==> config.mk <==
export PLATFORM = sky130hd
export DESIGN_NAME = l3r_regs
export DESIGN_NICKNAME = d
export VERILOG_FILES = /design/src/l3r_pkg.sv /design/src/l3r_regs.sv
export VERILOG_INCLUDE_DIRS = /design/src
export SDC_FILE = /design/constraint.sdc
export NUM_CORES = 1
export LEC_CHECK = 0
export BUFFER_PORTS_ARGS = -buffer_cell sky130_fd_sc_hd__buf_2
export CAP_MARGIN = 20
export CORE_MARGIN = 2
export CORE_UTILIZATION = 40
export DETAILED_ROUTE_END_ITERATION = 8
export GPL_TIMING_DRIVEN = 0
export SLEW_MARGIN = 20
export SYNTH_ARGS = -nofsm -noshare
export SYNTH_HDL_FRONTEND = slang
export SYNTH_SLANG_ARGS = --single-unit
==> constraint.sdc <==
create_clock -name pclk -period 4.18 [get_ports pclk]
set_input_delay 1.045 -clock pclk [delete_from_list [all_inputs] [get_ports pclk]]
set_output_delay 1.045 -clock pclk [all_outputs]
set_load 0.01 [all_outputs]
==> src/l3r_cfg.svh <==
// constants for the third low-dropout regulator register block
// assumes an APB slave with 32-bit data and word-indexed registers
`ifndef L3R_CFG_SVH
`define L3R_CFG_SVH
// register indices; byte address is four times the index
`define L3R_IDX_CTRL 10'h0CE
`define L3R_IDX_SEQ 10'h0CF
`define L3R_IDX_LP 10'h0D0
`define L3R_IDX_STS 10'h0D8
`define L3R_IDX_MASK 10'h0D9
`define L3R_IDX_HIB 10'h0DA
// writable bits of the control, sequencing and low-power registers, the rest read as zero
`define L3R_WMASK_CTRL 16'h441F
`define L3R_WMASK_SEQ 16'hFFC0
`define L3R_WMASK_LP 16'h331F
// mask-option defaults
`define L3R_DEF_CTRL 16'h001B
`define L3R_DEF_SEQ 16'h0400
`define L3R_DEF_LP 16'h001C
// field positions
`define L3R_SWITCH_BIT 14
`define L3R_FLOAT_BIT 10
`define L3R_FAULT_ACT_HI 15
`define L3R_FAULT_ACT_LO 14
`define L3R_START_HI 13
`define L3R_START_LO 10
`define L3R_STOP_HI 9
`define L3R_STOP_LO 6
`define L3R_HIB_BEH_HI 13
`define L3R_HIB_BEH_LO 12
`define L3R_HIB_SRC_HI 9
`define L3R_HIB_SRC_LO 8
`define L3R_CODE_HI 4
// interrupt status bits
`define L3R_IRQ_FAULT 0
`define L3R_IRQ_HIB 1
`define L3R_IRQ_BITS 2
// voltage scale in millivolts
`define L3R_HIGH_BASE_MV 12'h708
`define L3R_HIGH_STEP_MV 12'h064
`define L3R_LOW_BASE_MV 12'h384
`define L3R_LOW_STEP_MV 12'h032
// slot codes
`define L3R_SLOT_NONE 4'h0
`define L3R_SLOT_EDGE 4'hF
`endif

==> src/l3r_pkg.sv <==
// types for the third low-dropout regulator register block
// assumes nothing beyond the constants header
package l3r_pkg;
   // regulator condition as tracked by this block
   typedef enum logic [1:0] {
      ST_OFF = 2'b00,
      ST_ON = 2'b01,
      ST_HIB = 2'b10
   } l3r_state_type;

   // sequencer indications, all synchronous to pclk
   typedef struct packed {
      logic startup_phase;
      logic shutdown_phase;
      logic [3:0] slot;
      logic enter_active;
      logic enter_off;
   } l3r_seq_type;

   // low-power trigger inputs
   typedef struct packed {
      logic low_power_input_three;
      logic low_power_input_two;
      logic low_power_input_one;
   } l3r_lp_type;
endpackage : l3r_pkg

==> src/l3r_regs.sv <==
// control, sequencing and low-power registers of the third ldo regulator
// assumes an APB master on pclk, a sequencer and fault detector outside
// Behaviour
// - bit 14 of control selects regulation when clear and a current-limited switch when set, the voltage code then unused.
// - bit 10 of control makes a disabled output discharge when 0 and float when 1.
// - when all four regulators are disabled every output is discharged regardless of the float bit.
// - the 5-bit voltage code maps 10000..11111 to 1.8V..3.3V in 100mV steps and 00000..01111 to 0.9V..1.65V in 50mV steps.
// - a fault always raises an interrupt and then, by bits 15:14, is ignored, shuts this regulator or shuts the system (10 and 11).
// - start-up slot 0000 never starts, 0001..1110 start in that slot, 1111 starts on entering active.
// - shutdown slot 0001..1110 stops in that slot, 0000 and 1111 stop on entering off.
// - hibernate behaviour 00 switches to the image voltage and 01 disables the output, 10 and 11 reserved.
// - hibernate source 00 is the hibernate register bit, 01..11 are low-power inputs one to three.
// - the 5-bit image voltage uses the same encoding and is applied while hibernating.
// - the power state machine reset returns the fields to their mask-option defaults.
//
// Our own choice: register access over APB.
`timescale 1ns/10ps
`include "l3r_cfg.svh"
module l3r_regs (
   input wire logic pclk,
   input wire logic presetn,
   input wire logic psel,
   input wire logic penable,
   input wire logic pwrite,
   input wire logic [11:0] paddr,
   input wire logic [31:0] pwdata,
   output logic [31:0] prdata,
   output logic pready,
   output logic pslverr,
   input wire logic sm_reset,
   input wire l3r_pkg::l3r_seq_type seq,
   input wire l3r_pkg::l3r_lp_type lp_in,
   input wire logic other_ldos_disabled,
   input wire logic regulator_fault,
   output logic ldo_enable,
   output logic switch_mode_select,
   output logic output_discharge,
   output logic [4:0] applied_code,
   output logic [11:0] target_mv,
   output logic regulator_shutdown,
   output logic system_shutdown,
   output logic irq
);
   logic [15:0] ctrl_r;
   logic [15:0] seq_r;
   logic [15:0] lp_r;
   logic [`L3R_IRQ_BITS-1:0] sts_r;
   logic [`L3R_IRQ_BITS-1:0] mask_r;
   logic hib_bit_r;
   l3r_pkg::l3r_state_type state_r;
   l3r_pkg::l3r_state_type state_nxt;
   logic fault_prev_r;
   logic [31:0] prdata_r;
   logic pready_r;
   logic pslverr_r;
   logic ldo_enable_r;
   logic switch_r;
   logic discharge_r;
   logic [4:0] code_r;
   logic [11:0] mv_r;
   logic reg_sd_r;
   logic sys_sd_r;
   logic irq_r;
   logic [9:0] idx;
   logic setup;
   logic wr;
   logic mapped;
   logic [31:0] rd_mux;
   logic [1:0] fault_act;
   logic [3:0] start_code;
   logic [3:0] stop_code;
   logic [1:0] hib_beh;
   logic [1:0] hib_src;
   logic hib_req;
   logic start_hit;
   logic stop_hit;
   logic fault_rise;
   logic out_on;
   logic [4:0] code_sel;
   logic [`L3R_IRQ_BITS-1:0] events;

   // bus decode; one wait-free access phase follows each setup cycle
   assign idx = paddr[11:2];
   assign setup = psel & ~penable;
   assign wr = psel & penable & pwrite & pready_r & ~pslverr_r;

   // field views
   assign fault_act = seq_r[`L3R_FAULT_ACT_HI:`L3R_FAULT_ACT_LO];
   assign start_code = seq_r[`L3R_START_HI:`L3R_START_LO];
   assign stop_code = seq_r[`L3R_STOP_HI:`L3R_STOP_LO];
   assign hib_beh = lp_r[`L3R_HIB_BEH_HI:`L3R_HIB_BEH_LO];
   assign hib_src = lp_r[`L3R_HIB_SRC_HI:`L3R_HIB_SRC_LO];

   // read mux and address check
   always_comb begin
      mapped = (paddr[1:0] == 2'h0);
      rd_mux = 32'h0000_0000;
      case (idx)
         `L3R_IDX_CTRL: rd_mux = {16'h0000, ctrl_r};
         `L3R_IDX_SEQ: rd_mux = {16'h0000, seq_r};
         `L3R_IDX_LP: rd_mux = {16'h0000, lp_r};
         `L3R_IDX_STS: rd_mux = {22'h0, state_r, 6'h0, sts_r};
         `L3R_IDX_MASK: rd_mux = {30'h0, mask_r};
         `L3R_IDX_HIB: rd_mux = {31'h0, hib_bit_r};
         default: mapped = 1'b0;
      endcase
   end

   // answer registered in the setup cycle so all bus outputs are flops
   always_ff @(posedge pclk or negedge presetn) begin
      if (!presetn) begin
         pready_r <= 1'b0;
         pslverr_r <= 1'b0;
         prdata_r <= 32'h0000_0000;
      end else begin
         pready_r <= setup;
         pslverr_r <= setup & ~mapped;
         if (setup && !pwrite && mapped) begin
            prdata_r <= rd_mux;
         end else if (setup) begin
            prdata_r <= 32'h0000_0000;
         end
      end
   end

   // configuration fields; the state machine reset reloads the defaults
   always_ff @(posedge pclk or negedge presetn) begin
      if (!presetn) begin
         ctrl_r <= `L3R_DEF_CTRL;
         seq_r <= `L3R_DEF_SEQ;
         lp_r <= `L3R_DEF_LP;
      end else if (sm_reset) begin
         ctrl_r <= `L3R_DEF_CTRL;
         seq_r <= `L3R_DEF_SEQ;
         lp_r <= `L3R_DEF_LP;
      end else if (wr) begin
         if (idx == `L3R_IDX_CTRL) begin
            ctrl_r <= pwdata[15:0] & `L3R_WMASK_CTRL;
         end
         if (idx == `L3R_IDX_SEQ) begin
            seq_r <= pwdata[15:0] & `L3R_WMASK_SEQ;
         end
         if (idx == `L3R_IDX_LP) begin
            lp_r <= pwdata[15:0] & `L3R_WMASK_LP;
         end
      end
   end

   // mask and hibernate request bit are plain software registers
   always_ff @(posedge pclk or negedge presetn) begin
      if (!presetn) begin
         mask_r <= {`L3R_IRQ_BITS{1'b0}};
         hib_bit_r <= 1'b0;
      end else if (wr) begin
         if (idx == `L3R_IDX_MASK) begin
            mask_r <= pwdata[`L3R_IRQ_BITS-1:0];
         end
         if (idx == `L3R_IDX_HIB) begin
            hib_bit_r <= pwdata[0];
         end
      end
   end

   // hibernate source select
   always_comb begin
      case (hib_src)
         2'h0: hib_req = hib_bit_r;
         2'h1: hib_req = lp_in.low_power_input_one;
         2'h2: hib_req = lp_in.low_power_input_two;
         2'h3: hib_req = lp_in.low_power_input_three;
         default: hib_req = 1'b0;
      endcase
   end

   // sequencer slot matching; slot 0000 never starts the regulator
   always_comb begin
      start_hit = 1'b0;
      stop_hit = 1'b0;
      if (start_code == `L3R_SLOT_EDGE) begin
         start_hit = seq.enter_active;
      end else if (start_code != `L3R_SLOT_NONE) begin
         start_hit = seq.startup_phase && (seq.slot == start_code);
      end
      if (stop_code == `L3R_SLOT_EDGE || stop_code == `L3R_SLOT_NONE) begin
         stop_hit = seq.enter_off;
      end else begin
         stop_hit = seq.shutdown_phase && (seq.slot == stop_code);
      end
   end

   // fault is a level; only its rising edge counts as a new event
   assign fault_rise = regulator_fault & ~fault_prev_r;

   // regulator condition; a fault shutdown outranks sequencing
   always_comb begin
      state_nxt = state_r;
      case (state_r)
         l3r_pkg::ST_OFF: begin
            if (start_hit) begin
               state_nxt = l3r_pkg::ST_ON;
            end
         end
         l3r_pkg::ST_ON: begin
            if (stop_hit) begin
               state_nxt = l3r_pkg::ST_OFF;
            end else if (hib_req) begin
               state_nxt = l3r_pkg::ST_HIB;
            end
         end
         l3r_pkg::ST_HIB: begin
            if (stop_hit) begin
               state_nxt = l3r_pkg::ST_OFF;
            end else if (!hib_req) begin
               state_nxt = l3r_pkg::ST_ON;
            end
         end
         default: state_nxt = l3r_pkg::ST_OFF;
      endcase
      if (fault_rise && fault_act != 2'h0) begin
         state_nxt = l3r_pkg::ST_OFF;
      end
   end

   always_ff @(posedge pclk or negedge presetn) begin
      if (!presetn) begin
         state_r <= l3r_pkg::ST_OFF;
         fault_prev_r <= 1'b0;
      end else begin
         state_r <= state_nxt;
         fault_prev_r <= regulator_fault;
      end
   end

   // fault actions; reserved 11 is taken as a system shutdown
   always_ff @(posedge pclk or negedge presetn) begin
      if (!presetn) begin
         reg_sd_r <= 1'b0;
         sys_sd_r <= 1'b0;
      end else begin
         reg_sd_r <= fault_rise && (fault_act == 2'h1);
         sys_sd_r <= fault_rise && fault_act[1];
      end
   end

   // sticky events; a new event beats a write-one clear in the same cycle
   assign events[`L3R_IRQ_FAULT] = fault_rise;
   assign events[`L3R_IRQ_HIB] = (state_nxt == l3r_pkg::ST_HIB) &&
                                 (state_r != l3r_pkg::ST_HIB);
   always_ff @(posedge pclk or negedge presetn) begin
      if (!presetn) begin
         sts_r <= {`L3R_IRQ_BITS{1'b0}};
         irq_r <= 1'b0;
      end else begin
         if (wr && idx == `L3R_IDX_STS) begin
            sts_r <= (sts_r & ~pwdata[`L3R_IRQ_BITS-1:0]) | events;
         end else begin
            sts_r <= sts_r | events;
         end
         irq_r <= |(sts_r & mask_r);
      end
   end

   // output on when active, and when hibernating unless with the disable behaviour;
   // reserved behaviours keep the image voltage, the safer choice
   assign out_on = (state_r == l3r_pkg::ST_ON) ||
                   (state_r == l3r_pkg::ST_HIB && hib_beh != 2'h1);
   assign code_sel = (state_r == l3r_pkg::ST_HIB) ?
                     lp_r[`L3R_CODE_HI:0] :
                     ctrl_r[`L3R_CODE_HI:0];

   // analogue controls, all registered
   always_ff @(posedge pclk or negedge presetn) begin
      if (!presetn) begin
         ldo_enable_r <= 1'b0;
         switch_r <= 1'b0;
         discharge_r <= 1'b0;
         code_r <= 5'h00;
         mv_r <= 12'h000;
      end else begin
         ldo_enable_r <= out_on;
         switch_r <= ctrl_r[`L3R_SWITCH_BIT];
         // discharge when off unless floating, but always when all are off
         discharge_r <= ~out_on & (~ctrl_r[`L3R_FLOAT_BIT] |
                                   other_ldos_disabled);
         code_r <= code_sel;
         if (ctrl_r[`L3R_SWITCH_BIT]) begin
            mv_r <= 12'h000;
         end else if (code_sel[4]) begin
            mv_r <= `L3R_HIGH_BASE_MV +
                    12'(code_sel[3:0]) * `L3R_HIGH_STEP_MV;
         end else begin
            mv_r <= `L3R_LOW_BASE_MV +
                    12'(code_sel[3:0]) * `L3R_LOW_STEP_MV;
         end
      end
   end

   assign prdata = prdata_r;
   assign pready = pready_r;
   assign pslverr = pslverr_r;
   assign ldo_enable = ldo_enable_r;
   assign switch_mode_select = switch_r;
   assign output_discharge = discharge_r;
   assign applied_code = code_r;
   assign target_mv = mv_r;
   assign regulator_shutdown = reg_sd_r;
   assign system_shutdown = sys_sd_r;
   assign irq = irq_r;
endmodule : l3r_regs

; ---- Yosys cells after proc, flatten, opt, wreduce, memory -nomap -nowiden
; Index checks and enable logic that the tools add are counted.
[classes]
n_addsub = 2
mul = 2
eq_ne = 19
mux = 28
n_bitwise = 20
reduce_logical = 31
[ops]
columns = operator, n
row1 = two-way mux 16 bit, 9
row2 = one-hot mux 16 bit (6 select lines), 1
row3 = two-way mux 32 bit, 2
row4 = "== test 10 x 8 -> 1 bit, second input constant", 6
row5 = two-way mux 12 bit, 2
row6 = "multiplier 4 x 5 -> 9 bit, second input constant", 2
row7 = two-way mux 2 bit, 7
row8 = "adder 11 x 11 -> 12 bit, first input constant", 1
row9 = nonzero test 2 bit, 6
row10 = "adder 10 x 10 -> 11 bit, first input constant", 1
row11 = logical AND 1 bit, 10
row12 = AND reduction 2 bit, 5
row13 = AND 1 bit, 8
row14 = "== test 2 bit, second input constant", 4
row15 = == test 4 bit, 2
row16 = "== test 4 bit, second input constant", 2
row17 = "== test 2 x 1 -> 1 bit, second input constant", 3
row18 = logical NOT 2 bit, 3
row19 = NOT 1 bit, 6
row20 = one-hot mux 2 bit (3 select lines), 1
row21 = OR reduction 6 bit, 1
row22 = two-way mux 5 bit, 1
row23 = AND 2 bit, 2
row24 = logical NOT 4 bit, 1
row25 = 11 further kinds, 16
[totals]
ff_bits = 113
input_bits = 63
out_inout_bits = 57
wordCells = 121

; ---- Longest topological paths before layout
[depth]
depth_word = 11
depth_mapped = 13
ltp_nobuf = 12

; ---- Worst setup path before layout
; OpenSTA, ideal clock, no wires.
[synth_timing]
path_type = register -> register
from = register state_r[0]
to = register mv_r[9], in the netlist target_mv[9]
setup_time_ns = 0.138
arrival_ns = 2.768
required_time_ns = 4.042
path_slack_ns = 1.274
path_stages_with_launch = 14
n_path_buf = 1
cell_sequence = dfrtp_1 nand2b_4 buf_6 mux2i_1 inv_1 ha_1 ha_1 inv_1 fa_1 inv_1 a31oi_1 xnor2_1 a2111oi_0 nor4_1
[synth_between]
elab_chain_cells = 6
word_cells_on_any_way = 8
cone_classes = add/sub: 2 / mul: 2 / eq/ne: 1 / mux: 3
[synth_lines]
columns = item, line_no
row1 = from (decl), l3r_regs.sv:50  ; l3r_pkg::l3r_state_type state_r;
row2 = from (signal assigned), l3r_regs.sv:226  ; state_r <= l3r_pkg::ST_OFF;
row3 = from (signal assigned), l3r_regs.sv:229  ; state_r <= state_nxt;
row4 = == test 2 bit *, l3r_regs.sv:267  ; assign code_sel = (state_r == l3r_pkg::ST_HIB) ?
row5 = two-way mux 5 bit *, l3r_regs.sv:267
row6 = multiplier 4 x 5 -> 9 bit (no source line), n/a
row7 = adder 11 x 11 -> 12 bit (no source line) or adder 10 x 10 -> 11 bit (tied branches), n/a
row8 = two-way mux 12 bit *, l3r_regs.sv:288  ; end else if (code_sel[4]) begin
row9 = two-way mux 12 bit *, l3r_regs.sv:286  ; if (ctrl_r[`L3R_SWITCH_BIT]) begin
row10 = to (signal assigned), l3r_regs.sv:289  ; mv_r <= `L3R_HIGH_BASE_MV +
row11 = to (signal assigned), l3r_regs.sv:292  ; mv_r <= `L3R_LOW_BASE_MV +
row12 = to (decl), l3r_regs.sv:60  ; logic [11:0] mv_r;
; Every way passes the cells marked *; elsewhere a longest branch is shown, timed or not.
; A chain may end at the register's enable or synchronous reset.

; ---- Final worst setup path
; Same ends and word-level chain as after synthesis.

==> flow_metrics.env <==
export IMPL_cp_max_fo=10
export IMPL_cts_max_level=3
export IMPL_antenna_found_initial=0
export IMPL_status="finished clean"
export IMPL_critPathKind="flip-flop to flip-flop"
export IMPL_cts_setup_buffers=0
export IMPL_routedWlPerCell_microns=15.65
export IMPL_cpPeakStageDelay_ns=0.49
export IMPL_worstHoldStart="prdata[14]"
export IMPL_initial_core_util_pct=40.64
export IMPL_overflow=0
export IMPL_clk_latency_ns=0.36
export IMPL_worstMarginPinSlew_ns=0.9016
export IMPL_setup_viol=0
export IMPL_synth_avg_cell_area_sq_um=9.943
export IMPL_arrival_ns=3.65
export IMPL_yosysUniqueCellTypes=61
export IMPL_nFillCells=927
export IMPL_die_w_microns=103.0
export IMPL_p_total_uw=1387
export IMPL_drive_gt1_share_pct=29.41
export IMPL_crit_path_top_delay_cell="a2111oi_0"
export IMPL_async_flop_share_pct=100.0
export IMPL_synth_edf_count=0
export IMPL_max_cap_violations=0
export IMPL_grt_pass1_wl_microns=16190
export IMPL_r2r_setup_slack_ns=0.76
export IMPL_dieArea_sq_um=10600
export IMPL_crit_top_cell="inv_1"
export IMPL_min_path_cells=2
export IMPL_endpoint_kind="flip-flop"
export IMPL_fmax_mhz=292.1
export IMPL_powerDensity_nw_per_um2=289.5
export IMPL_nNetsFinal=576
export IMPL_p_clk_share_pct=41.1
export IMPL_setup_tns_ns=0
export IMPL_synth_warning_count=0
export IMPL_finClkSkew_ns=0.01462
export IMPL_switching_share_pct=25.58
export IMPL_n_antenna_cell=0
export IMPL_place_congestion=0.8425
export IMPL_area_growth_pct=22.29
export IMPL_clock_sinks=73
export IMPL_rr_startpoint="state_r[0]"
export IMPL_clkTransAtPathRegs_ns=0.09
export IMPL_dpl_hpwl_microns=7564
export IMPL_syn_inst=394
export IMPL_drt_iter0_drc=148
export IMPL_drv_slew=0
export IMPL_peakVddDrop_uv=131.7
export IMPL_via_per_inst=4.978
export IMPL_yosysSeqAreaShare_pct=46.89
export IMPL_finalHoldViolations=0
export IMPL_yosys_register_bits=73
export IMPL_leakagePower_uw=0.002258
export IMPL_rsz0062_at_grt="false"
export IMPL_multiInputGateArea_sq_um=1861
export IMPL_drc=0
export IMPL_switchingPower_uw=354.7
export IMPL_die_height_microns=103.0
export IMPL_p_int_uw=1032
export IMPL_grt_usage_pct=20.21
export IMPL_clock_path_buffers=2
export IMPL_worstRegToRegCells=13
export IMPL_fin_crit_sh_pct=81.89
export IMPL_rows=36
export IMPL_timing_slew_headroom_pct=39.39
export IMPL_hold_end="prdata[14]"
export IMPL_ant_nets=0
export IMPL_num_vias=3201
export IMPL_grt_max_degree=58
export IMPL_dr_pass1_iters=4
export IMPL_port_buffers=82
export IMPL_regArea_sq_um=1837
export IMPL_cts_root_buffer="clkbuf_8"
export IMPL_reg2reg_to="target_mv[9]"
export IMPL_cts_buffers=9
export IMPL_layout_min_cycle_time_ns=3.423
export IMPL_seqPwrFrac_pct=51.2
export IMPL_synth_area_sq_um=3918
export IMPL_cts_tree="yes"
export IMPL_cts_hold_buf=0
export IMPL_hold_slack_ns=0.4802
export IMPL_hp_class="flip-flop to flip-flop"
export IMPL_final_cell_mix="83 x buf_2, 65 x dfrtp_1, 56 x nand2_1"
export IMPL_synth_flop_cell="dfrtp_1"
export IMPL_coreArea_sq_um=9639
export IMPL_post_cts_resized=0
export IMPL_ios=120
export IMPL_worstPathRequired_ns=4.40
export IMPL_p_comb_share_pct=7.7
export IMPL_path_cells="nand2b_4 -> buf_6 -> mux2i_1 -> inv_1 -> ha_1 -> ha_1 -> inv_1 -> fa_1 -> inv_1 -> a31oi_1 -> xnor2_1 -> a2111oi_0 -> nor4_1"
export IMPL_layout_commonest_cell="buf_2"
export IMPL_grt_pass1_vias=3081
export IMPL_wirelength_microns=10070
export IMPL_startpoint_type="flip-flop"
registers in the layout, summed over array words and instances (netlist names), 2 cells and up:
| signal | count |
|---|---|
| state_r | 2 |
| seq_r | 10 |
| mask_r | 2 |
| lp_r | 9 |
| prdata | 15 |
| sts_r | 2 |
| ctrl_r | 7 |
| target_mv | 11 |
| applied_code | 5 |
final cells by class:
class / instances / area share, %
clock inverters: 7 / 1.645
repair buffers: 83 / 9.193
flip-flops and latches: 73 / 38.34
well taps: 133 / 3.474
plain buffers: 34 / 4.597
inverters: 17 / 1.332
multi-input cells: 287 / 38.84
clock buffers: 9 / 2.586
cells in the mapped netlist (3+ instances only):
cell / number / area [sq um]
o21ai_0: 20 / 100.1
nor3_1: 8 / 40.04
inv_1: 16 / 60.06
nand2_1: 56 / 210.2
mux2i_1: 17 / 170.2
nand4_1: 8 / 50.05
mux2_2: 8 / 90.09
dfrtp_1: 65 / 1627
and3_1: 7 / 43.79
a22oi_1: 9 / 67.56
xnor2_1: 8 / 70.07
a21oi_1: 14 / 70.07
nand3_1: 6 / 30.03
nor2_1: 30 / 112.6
clkbuf_1: 9 / 33.78
buf_4: 20 / 150.1
a31oi_1: 3 / 18.77
ha_1: 7 / 87.58
a211o_1: 4 / 35.03
xor2_1: 7 / 61.31
nor2b_1: 3 / 18.77
a211oi_1: 3 / 22.52
a22o_1: 3 / 26.28
a21o_1: 3 / 22.52
dfstp_2: 8 / 210.2
nand2b_1: 4 / 25.02
nand3b_1: 4 / 30.03
critical path, delay by kind of cell, from the launching register on:
kind	cells	cell delay, ns
multiplexers	1	0.42
AO/OA/AOI/OAI	2	0.61
adder cells (fa/ha/maj)	3	0.88
AND/OR/NAND/NOR	2	0.30
flip-flops	1	0.48
buffers and inverters	4	0.38
XOR/XNOR	1	0.21
per-stage QoR:
stage                     instance area [sq um]  cells  setup slack (ns)  utilization, %
after global routing                       4791    643            0.4741           49.70
after floorplan                            3981    411             1.274               -
final                                      4791    643            0.7570           49.70
after detailed placement                   4588    627            0.7928           47.60
after global placement                     4558    626            0.8172           47.29
after CTS                                  4791    643            0.7872           49.70
worst max path at each step:
stage	start	endpoint	slack, ns	cells past startpoint
finish	state_r[0]	target_mv[9]	0.76	13
global route	state_r[0]	target_mv[9]	0.47	13
CTS	state_r[0]	target_mv[9]	0.79	13
detailed placement	state_r[0]	target_mv[9]	0.79	13
global placement	state_r[0]	target_mv[9]	0.82	13
floorplan	state_r[0]	target_mv[9]	1.27	13
kinds of logic (layout without fill, tap and decap cells):
| kind of cell | Yosys count | after routing | share of synthesized area (%) |
|---|---|---|---|
| adders and majority gates | 9 | 9 | 3.002 |
| DFF | 73 | 73 | 46.89 |
| other | 1 | 18 | 0.09572 |
| muxes | 26 | 26 | 7.218 |
| buffers and inverters | 51 | 150 | 7.250 |
| and+or+nand+nor | 142 | 142 | 19.07 |
| AOI/OAI and AO/OA | 77 | 77 | 13.13 |
| xor gates and xnor gates | 15 | 15 | 3.354 |
power groups by stage:
stage | combinational [uW] | sequential [uW] | clock, uW
2_1_floorplan | 48.0 | 725 | 0
3_3_place_gp | 102 | 724 | 0
3_5_place_dp | 108 | 724 | 0
4_1_cts | 108 | 710 | 579
5_1_grt | 119 | 711 | 610
6_report | 107 | 710 | 570
layer usage:
layer / GRT usage [%] / routed length, microns
met4: 5.769 / 110
met3: 3.593 / 463
met1: 28.67 / 4879
met2: 31.87 / 4611
met5: 0 / 0
Note: power is estimated with default switching activity, not from simulation.
